===== src/wdt_pkg.sv =====
// Shared constants, control-word layout and mode type of the watchdog timer
package wdt_pkg;

   // ****************************************************************
   // Clocks and timing
   // ****************************************************************
   localparam int CLK_FREQ_HZ          = 40_000_000;
   localparam int OSC_FREQ_HZ          = 128_000;
   localparam int CHANGE_WINDOW_CYCLES = 4;
   localparam int TIMEOUT_MIN_US       = 16_000;
   localparam int TIMEOUT_MAX_US       = 8_000_000;
   // Shortest time-out expressed in watchdog oscillator cycles
   localparam int BASE_OSC_CYCLES      = TIMEOUT_MIN_US / 1000 * (OSC_FREQ_HZ / 1000);
   localparam int CNT_W                = 21;
   localparam int WIN_W                = 3;

   // ****************************************************************
   // Control word layout
   // ****************************************************************
   localparam int CTRL_W       = 8;
   localparam int IRQ_FLAG_POS = 7;
   localparam int IRQ_EN_POS   = 6;
   localparam int PS_HI_POS    = 5;
   localparam int CE_POS       = 4;
   localparam int RE_POS       = 3;
   localparam int PS_LO_MSB    = 2;

   // ****************************************************************
   // Reset values and codes
   // ****************************************************************
   localparam logic [3:0] PS_RST      = 4'h0;
   localparam logic [3:0] PS_MAX_CODE = 4'h9;
   localparam logic       RE_RST      = 1'b0;
   localparam logic       IE_RST      = 1'b0;

   typedef enum logic [1:0] {MODE_STOP, MODE_IRQ, MODE_RESET, MODE_BOTH} mode_t;

   // Time-out length in oscillator cycles; reserved codes behave as the longest one
   function automatic logic [CNT_W-1:0] timeout_limit(input logic [3:0]       code,
                                                      input logic [CNT_W-1:0] base);
      logic [3:0] c;
      c = (code > PS_MAX_CODE) ? PS_MAX_CODE : code;
      return base << c;
   endfunction

endpackage

===== src/watchdog_timer_timed_config.sv =====
// Watchdog timer with timed change sequence, mode control and expiry actions
//
// Functional notes
// - Counter advances on each cycle of the separate 128 kHz oscillator.
// - Reaching the selected time-out gives an interrupt or reset per mode.
// - Restart instruction returns the counter to zero; software issues it in time.
// - Interrupt-only mode raises an interrupt usable for wake-up or timing.
// - Combined mode: first expiry interrupts, a later expiry resets.
// - Always-on fuse forces permanent reset mode regardless of software.
// - With fuse, reset enable reads one, interrupt enable zero; writes ignored.
// - Clearing reset enable and new prescale accepted only within four cycles after opening.
// - Time-out selectable from about 16 ms to about 8 s.
// - After a watchdog reset the watchdog stays enabled.
// - Prescale code n selects 2048 shifted left by n cycles, codes above 9 reserved.
// - While the watchdog reset flag is set, reset enable is held at one.
// - Interrupt flag set on expiry in interrupt or combined mode, cleared by vector or by writing one.
// - Combined mode vector clears interrupt enable and flag together.
`timescale 1ns/10ps
module watchdog_timer_timed_config #(
   parameter int BASE_CYCLES = wdt_pkg::BASE_OSC_CYCLES
) (
   input  wire logic                       clk_i,
   input  wire logic                       rst_i,
   input  wire logic                       osc_tick_i,
   input  wire logic                       always_on_fuse_i,
   input  wire logic                       watchdog_reset_flag_i,
   input  wire logic                       restart_i,
   input  wire logic                       irq_vector_i,
   input  wire logic                       ctrl_wr_i,
   input  wire logic [wdt_pkg::CTRL_W-1:0] ctrl_wdata_i,
   output logic      [wdt_pkg::CTRL_W-1:0] ctrl_rdata_o,
   output logic                            timeout_irq_o,
   output logic                            wdt_reset_o
);

   // ****************************************************************
   // State
   // ****************************************************************
   logic                       reset_enable_bit;
   logic                       timeout_irq_enable;
   logic                       timeout_irq_flag;
   logic [3:0]                 prescale_select;
   logic [wdt_pkg::WIN_W-1:0]  win_cnt;
   logic                       osc_q;

   logic                       next_reset_enable;
   logic                       next_irq_enable;
   logic                       next_irq_flag;
   logic [3:0]                 next_prescale;
   logic [wdt_pkg::WIN_W-1:0]  next_win_cnt;

   // ****************************************************************
   // Decoding
   // ****************************************************************
   wire                        wr_ce;
   wire                        wr_re;
   wire                        wr_ie;
   wire                        wr_flag;
   wire [3:0]                  wr_ps;
   wire                        change_enable_bit;
   wire                        open_wr;
   wire                        chg_wr;
   wire                        re_eff;
   wire                        ie_eff;
   wire                        tick;
   wire                        run;
   wire                        expire;
   wire                        vec_both;
   wire                        flag_set;
   wire                        flag_clr;
   wire                        reset_now;
   wire [wdt_pkg::CNT_W-1:0]   limit;
   wdt_pkg::mode_t             mode;

   assign wr_ce   = ctrl_wdata_i[wdt_pkg::CE_POS];
   assign wr_re   = ctrl_wdata_i[wdt_pkg::RE_POS];
   assign wr_ie   = ctrl_wdata_i[wdt_pkg::IRQ_EN_POS];
   assign wr_flag = ctrl_wdata_i[wdt_pkg::IRQ_FLAG_POS];
   assign wr_ps   = {ctrl_wdata_i[wdt_pkg::PS_HI_POS], ctrl_wdata_i[wdt_pkg::PS_LO_MSB:0]};

   assign change_enable_bit = (win_cnt != '0);
   // Both bits in one write open the window, even if reset enable was already set
   assign open_wr = ctrl_wr_i & wr_ce & wr_re;
   // Only a write with change enable clear, inside the window, commits the values
   assign chg_wr  = ctrl_wr_i & ~wr_ce & change_enable_bit;

   // Fuse and reset flag override whatever the register holds
   assign re_eff  = always_on_fuse_i | watchdog_reset_flag_i | reset_enable_bit;
   assign ie_eff  = ~always_on_fuse_i & timeout_irq_enable;

   assign mode = (re_eff && ie_eff) ? wdt_pkg::MODE_BOTH  :
                 re_eff             ? wdt_pkg::MODE_RESET :
                 ie_eff             ? wdt_pkg::MODE_IRQ   : wdt_pkg::MODE_STOP;

   // Oscillator input is sampled on the system clock; one tick per rising edge
   assign tick  = osc_tick_i & ~osc_q;
   assign run   = (mode != wdt_pkg::MODE_STOP);
   assign limit = wdt_pkg::timeout_limit(prescale_select,
                                         wdt_pkg::CNT_W'(BASE_CYCLES));

   // ****************************************************************
   // Expiry actions
   // ****************************************************************
   // Combined mode: a pending interrupt means the first expiry was not serviced
   assign reset_now = expire & ((mode == wdt_pkg::MODE_RESET) |
                                ((mode == wdt_pkg::MODE_BOTH) & timeout_irq_flag));
   assign flag_set  = expire & ((mode == wdt_pkg::MODE_IRQ) |
                                ((mode == wdt_pkg::MODE_BOTH) & ~timeout_irq_flag));
   assign vec_both  = irq_vector_i & (mode == wdt_pkg::MODE_BOTH);
   assign flag_clr  = irq_vector_i | (ctrl_wr_i & wr_flag);

   wdt_counter #(
      .CNT_W    (wdt_pkg::CNT_W)
   ) u_counter (
      .clk_i    (clk_i),
      .rst_i    (rst_i),
      .tick_i   (tick & run),
      .clear_i  (restart_i | ~run),
      .limit_i  (limit),
      .expire_o (expire)
   );

   // ****************************************************************
   // Next values
   // ****************************************************************
   always_comb begin
      // Setting needs no sequence; clearing only through the window
      if (chg_wr) begin
         next_reset_enable = wr_re;
      end else begin
         next_reset_enable = reset_enable_bit | (ctrl_wr_i & wr_re);
      end
      if (always_on_fuse_i || watchdog_reset_flag_i) begin
         next_reset_enable = 1'b1;
      end

      next_prescale = chg_wr ? wr_ps : prescale_select;

      if (always_on_fuse_i || vec_both) begin
         next_irq_enable = 1'b0;
      end else if (ctrl_wr_i) begin
         next_irq_enable = wr_ie;
      end else begin
         next_irq_enable = timeout_irq_enable;
      end

      // A new expiry outranks a clear in the same cycle
      next_irq_flag = flag_set | (timeout_irq_flag & ~flag_clr);

      if (open_wr) begin
         next_win_cnt = wdt_pkg::WIN_W'(wdt_pkg::CHANGE_WINDOW_CYCLES);
      end else if (chg_wr || !change_enable_bit) begin
         next_win_cnt = '0;
      end else begin
         next_win_cnt = win_cnt - wdt_pkg::WIN_W'(1);
      end
   end

   // ****************************************************************
   // Registers
   // ****************************************************************
   always_ff @(posedge clk_i or posedge rst_i) begin
      if (rst_i) begin
         reset_enable_bit   <= wdt_pkg::RE_RST;
         timeout_irq_enable <= wdt_pkg::IE_RST;
         timeout_irq_flag   <= 1'b0;
         prescale_select    <= wdt_pkg::PS_RST;
         win_cnt            <= '0;
         osc_q              <= 1'b0;
         wdt_reset_o        <= 1'b0;
      end else begin
         reset_enable_bit   <= next_reset_enable;
         timeout_irq_enable <= next_irq_enable;
         timeout_irq_flag   <= next_irq_flag;
         prescale_select    <= next_prescale;
         win_cnt            <= next_win_cnt;
         osc_q              <= osc_tick_i;
         wdt_reset_o        <= reset_now;
      end
   end

   assign timeout_irq_o = timeout_irq_flag & ie_eff;
   assign ctrl_rdata_o  = {timeout_irq_flag, ie_eff, prescale_select[3], change_enable_bit,
                           re_eff, prescale_select[2:0]};

   // ****************************************************************
   // Checks
   // ****************************************************************
   a_window_opens: assert property (@(posedge clk_i) disable iff (rst_i)
      open_wr |=> change_enable_bit)
      else $error("change window did not open");

   a_window_closes: assert property (@(posedge clk_i) disable iff (rst_i)
      open_wr ##1 (!ctrl_wr_i)[*4] |=> !change_enable_bit)
      else $error("change window longer than four cycles");

   a_prescale_locked: assert property (@(posedge clk_i) disable iff (rst_i)
      !chg_wr |=> $stable(prescale_select))
      else $error("prescale changed outside the window");

   a_re_clear_locked: assert property (@(posedge clk_i) disable iff (rst_i)
      reset_enable_bit && !chg_wr |=> reset_enable_bit)
      else $error("reset enable cleared outside the window");

   a_fuse_forces: assert property (@(posedge clk_i) disable iff (rst_i)
      always_on_fuse_i ##1 always_on_fuse_i |->
         ctrl_rdata_o[wdt_pkg::RE_POS] && !ctrl_rdata_o[wdt_pkg::IRQ_EN_POS] && !timeout_irq_o)
      else $error("fuse did not lock the mode bits");

   a_flag_holds_re: assert property (@(posedge clk_i) disable iff (rst_i)
      watchdog_reset_flag_i |=> reset_enable_bit)
      else $error("reset enable not held by reset flag");

   a_reset_expiry: assert property (@(posedge clk_i) disable iff (rst_i)
      expire && (mode == wdt_pkg::MODE_RESET) |=> wdt_reset_o ##1 !wdt_reset_o)
      else $error("reset mode expiry without one-cycle reset");

   a_irq_expiry: assert property (@(posedge clk_i) disable iff (rst_i)
      expire && (mode == wdt_pkg::MODE_IRQ) |=> timeout_irq_flag && !wdt_reset_o)
      else $error("interrupt mode expiry did not set the flag");

   a_both_first: assert property (@(posedge clk_i) disable iff (rst_i)
      expire && (mode == wdt_pkg::MODE_BOTH) && !timeout_irq_flag |=>
         timeout_irq_flag && !wdt_reset_o)
      else $error("combined mode first expiry did not interrupt");

   a_both_vector: assert property (@(posedge clk_i) disable iff (rst_i)
      vec_both && !expire && !ctrl_wr_i |=> !timeout_irq_enable && !timeout_irq_flag)
      else $error("vector did not drop to reset-only mode");

endmodule


===== src/wdt_counter.sv =====
// Watchdog counter stepped by oscillator ticks, with restart and expiry pulse
`timescale 1ns/10ps
module wdt_counter #(
   parameter int CNT_W = wdt_pkg::CNT_W
) (
   input  wire logic             clk_i,
   input  wire logic             rst_i,
   input  wire logic             tick_i,
   input  wire logic             clear_i,
   input  wire logic [CNT_W-1:0] limit_i,
   output logic                  expire_o
);

   logic [CNT_W-1:0] count;
   logic [CNT_W-1:0] next_count;
   wire              at_end;

   // Compare with >= so a shorter prescale taking effect mid-count still expires
   assign at_end = (count >= (limit_i - CNT_W'(1)));

   always_comb begin
      next_count = count;
      if (clear_i) begin
         next_count = '0;
      end else if (tick_i) begin
         next_count = at_end ? '0 : count + CNT_W'(1);
      end
   end

   always_ff @(posedge clk_i or posedge rst_i) begin
      if (rst_i) begin
         count    <= '0;
         expire_o <= 1'b0;
      end else begin
         count    <= next_count;
         expire_o <= tick_i & ~clear_i & at_end;
      end
   end

   a_restart_zero: assert property (@(posedge clk_i) disable iff (rst_i)
      clear_i |=> (count == '0) && !expire_o)
      else $error("restart did not zero the counter");

   a_expire_isolated: assert property (@(posedge clk_i) disable iff (rst_i)
      expire_o |-> (count == '0) ##1 !expire_o)
      else $error("expiry not followed by counter restart");

endmodule


===== config.mk =====
export PLATFORM = sky130hd
export DESIGN_NAME = watchdog_timer_timed_config
export DESIGN_NICKNAME = d
export VERILOG_FILES = /design/src/wdt_pkg.sv /design/src/watchdog_timer_timed_config.sv /design/src/wdt_counter.sv
export SDC_FILE = /design/constraint.sdc
export NUM_CORES = 1
export LEC_CHECK = 0
export BUFFER_PORTS_ARGS = -buffer_cell sky130_fd_sc_hd__buf_2
export CAP_MARGIN = 20
export CORE_ASPECT_RATIO = 2
export CORE_MARGIN = 2
export CORE_UTILIZATION = 45
export CTS_CLUSTER_DIAMETER = 150
export CTS_CLUSTER_SIZE = 40
export DETAILED_ROUTE_END_ITERATION = 6
export GPL_ROUTABILITY_DRIVEN = 1
export PLACE_DENSITY = 0.64
export SYNTH_ARGS = -nofsm -noshare
export SYNTH_HDL_FRONTEND = slang
export SYNTH_SLANG_ARGS = --single-unit

===== constraint.sdc =====
create_clock -name clk_i -period 4 [get_ports clk_i]
set_input_delay 0.6 -clock clk_i [delete_from_list [all_inputs] [get_ports clk_i]]
set_output_delay 0.6 -clock clk_i [all_outputs]
set_load 0.005 [all_outputs]

==> run summary <==
Setup slack on the worst reg-to-reg path comes out at 0.39 ns. After detailed routing, the number of remaining DRC violations is 0. The final worst setup slack is 0.389 ns, and the starting density of the core is 47.0%. The run finished with clean final reports. The cell count after synthesis came out at 239. The run gives 0.267 mV as the peak supply drop. In this run, synthesis inferred 0 flip-flops with an integrated enable. At the pin with the least slew margin, the transition time is 0.952 ns. The tools report the overall global routing resource usage as 20.2%.

Element type at the critical path end: a flop. The detail-routed via count per cell came out at 6.01. The average wire length per cell after detail routing is 15.9 µm, and the clock tree skew after final layout is 0.00371 ns.

After clock tree synthesis, the setup repair step added 0 buffers. The worst register-to-register path ends at u_counter.count[12]. Timing would allow up to 277 MHz.

The area growth from synthesis to final layout was 9.77%; the largest buffer count on any clock path was 2. OpenSTA, run right after detailed placement, puts the worst setup slack at 0.390 ns. The total of endpoints with negative setup slack in the final report was 0.

The worst hold path belongs to the class input port to async pin. The first global-routing pass estimated 7990 µm of wire. For the via count of the first global-routing pass, the log shows 1,806. The root buffer cell chosen for the clock tree is sky130_fd_sc_hd__clkbuf_8. The logs give 34 for the number of clock sinks seen by CTS and 2 for the number of levels in the clock H-tree.

The clock edge transition at the registers on the reported setup and hold paths is 0.07 ns, and the storage element area is 851 µm². On the worst path, the slowest cell contributes a delay of 0.53 ns. Worst-skew pair later-pin latency: 0.28 ns.

The final non-filler cell total is 314. The number of nets handed over by synthesis was 269. TritonCTS built the clock tree. In this run the critical register-to-register path is launched from prescale_select[1]. The dominant register cell in the synthesized netlist was sky130_fd_sc_hd__dfrtp_1. The slowest stage of the critical path belongs to the cell sky130_fd_sc_hd__nor4_1.

The synthesized design contains 34 register bits. The commonest non-fill, non-tap cell in the layout was sky130_fd_sc_hd__dfrtp_1. The distinct cell type count after synthesis was 46. For this block, the routed nets add up to 5000 µm of wire. In this run the horizontal extent of the chip is 53.0 µm. Netlist area before placement: 0.00216 mm². Once the clock tree was built, the resizer swapped 0 gates to a different size. The number of nets in the layout was 288; the areal power density over the cells was 414 mW/mm². Setup repair after global routing left no endpoint under its margin. The y dimension of the die was 102 µm.

The headroom to the max-slew limit was 36.1%. The run gives 51.6% as the final cell utilization of the core. The tools report the hold buffer count at CTS as 0. For the number of pins with negative max-slew slack in the final report, the log shows 0.

The top cell types in the final layout, fill and taps aside, are sky130_fd_sc_hd__dfrtp_1 (34), sky130_fd_sc_hd__a31oi_1 (26), sky130_fd_sc_hd__buf_2 (25). For the number of antenna violations at the first check in global routing, the log shows 0. Sequential cells were found to cover 39.3% of the synthesized design area. The die covers 0.00541 mm².

Once detail routing completed, the nets flagged for antenna violations numbered 0. The post-synthesis average cell area was 9.05 µm². The area occupied by multi-input gates came out at 0.00116 mm². The number of hold violations in the final report is 0. The accumulated negative setup slack is 0 ns. The worst setup path is of the flop to flop kind.

After filler insertion, the fill cell instance count of the layout stands at 459. The logs give 0 for the number of antenna diodes and 0 for the number of synthesis warnings. Once placement completed, the tool counted placed cells totaling 306.

The tools report the arrival time of the worst setup path as 3.78 ns. The wire-length estimate of the detail-placed layout is 3720 µm. The share of the clock period used by the worst path after layout came out at 90.3%. Kind of start point of the critical path: a flop. Across all layers, the routed design uses 1,886 vias. After floorplanning, the core was divided into 35 placement rows. The largest net degree at the start of global routing is 35, and the data required time of the worst path is 4.17 ns. Counting flops with an async set or reset pin after synthesis yields a share of 100%.

The critical path goes through or2_2 > or3_1 > ha_1 > nor3_1 > a21o_1 > a32oi_1 > ha_1 > nand4_1 > nor4_1 > a21oi_2 > buf_4 > a31oi_1 > o2bb2ai_1. The run gives 26 as the number of top-level design ports. In this design, the critical path's most frequently occurring cell is sky130_fd_sc_hd__ha_1. The tools report the cell area after placement as 0.00228 mm². The count of port buffers added during placement came out at 25.

The final worst hold slack is 0.396 ns, and the path depth of the worst reg2reg path is 13. The number of buffers created by CTS came out at 5. The final period demand of the worst path was 3.61 ns; the largest fanout of any net on the critical path was 18.

The first detailed-routing pass took 4 iterations. Summed over all cells, the static leakage comes to 1.06 nW. The run gives 0.776 as the global placer's final weighted congestion. The tools report the core region area as 0.00460 mm². Summed over all layers, the global routing overflow is 0.

The completed layout was analyzed and its total power is 0.984 mW. For the number of max-capacitance violations reported, the log shows 0. First-iteration detailed-routing DRC count: 36.

With fillers left out, the area of the finished cells amounts to 0.00237 mm². The ratio of cells with drive above 1 in the final layout is 16.2%.
[critical path: cells and delay by family (launching register included)]
kind / cells / cell delay [ns]
buffers and inverters: 1 / 0.28
adder cells (fa/ha/maj): 2 / 0.55
AO/OA/AOI/OAI: 5 / 0.74
flip-flops: 1 / 0.45
AND/OR/NAND/NOR: 5 / 1.48
[synth_stat cells (4+ instances only)]
library cell | count | area share [%]
sky130_fd_sc_hd__and3_1 | 4 | 1.2
sky130_fd_sc_hd__nor4_1 | 4 | 1.2
sky130_fd_sc_hd__nor3_1 | 6 | 1.4
sky130_fd_sc_hd__a31oi_1 | 26 | 7.5
sky130_fd_sc_hd__inv_1 | 14 | 2.4
sky130_fd_sc_hd__clkbuf_1 | 5 | 0.87
sky130_fd_sc_hd__nor2_1 | 9 | 1.6
sky130_fd_sc_hd__nand3b_1 | 12 | 4.2
sky130_fd_sc_hd__o21ai_0 | 10 | 2.3
sky130_fd_sc_hd__ha_1 | 14 | 8.1
sky130_fd_sc_hd__buf_2 | 4 | 0.93
sky130_fd_sc_hd__nand3_1 | 15 | 3.5
sky130_fd_sc_hd__a21oi_1 | 9 | 2.1
sky130_fd_sc_hd__buf_4 | 4 | 1.4
sky130_fd_sc_hd__nand2_1 | 21 | 3.6
sky130_fd_sc_hd__and4_1 | 4 | 1.6
sky130_fd_sc_hd__dfrtp_1 | 34 | 39
[routing by layer]
layer | vias up | wire, µm | track usage (%)
li1 | 921 | - | -
met3 | 11 | 162 | 3.22
met1 | 906 | 1910 | 19.2
met2 | 48 | 2820 | 38.9
met5 | - | 0 | 0
met4 | 0 | 112 | 10.5
[registers in the layout (all words and copies together), names as in the netlist]
register	flops
u_counter.count	21
timeout_irq_enable	1
reset_enable_bit	1
osc_q	1
wdt_reset_o	1
win_cnt	3
timeout_irq_flag	1
u_counter.expire_o	1
prescale_select	4
[cells by family after synthesis]
logic type | share of synthesized area (%)
compound gates | 19.7
xor+xnor | 1.21
fa+ha+maj | 8.10
buf+inv | 6.88
flops | 39.3
mux | 2.02
other cells | 0.173
simple gates | 22.6
[report_power, final]
part	total (mW)	internal (mW)	switching [mW]	leakage [nW]
Combinational	0.296	0.135	0.161	0.554
Clock	0.260	0.139	0.121	0.0482
Sequential	0.428	0.381	0.0473	0.454
Total	0.984	0.654	0.330	1.06
[final cells by class]
cell class,count,share of cell area [%]
Sequential cell,34,35.8
Timing Repair Buffer,28,6.22
Tap cell,55,2.90
Inverter,14,2.21
Multi-Input combinational cell,175,49.0
Clock inverter,1,0.211
Clock buffer,7,3.64
[worst max-delay path by stage]
| stage | cells past startpoint | slack [ns] | end | from |
|---|---|---|---|---|
| 3_5_place_dp | 13 | 0.39 | u_counter.count[12] | prescale_select[1] |
| 6_report | 13 | 0.39 | u_counter.count[12] | prescale_select[1] |
| 3_3_place_gp | 13 | 0.46 | u_counter.count[12] | prescale_select[1] |
| 4_1_cts | 13 | 0.39 | u_counter.count[12] | prescale_select[1] |
| 2_1_floorplan | 14 | 0.93 | u_counter.count[11] | prescale_select[1] |
| 5_1_grt | 13 | 0.14 | u_counter.count[18] | prescale_select[1] |
Power figures use the tool's default switching activity.
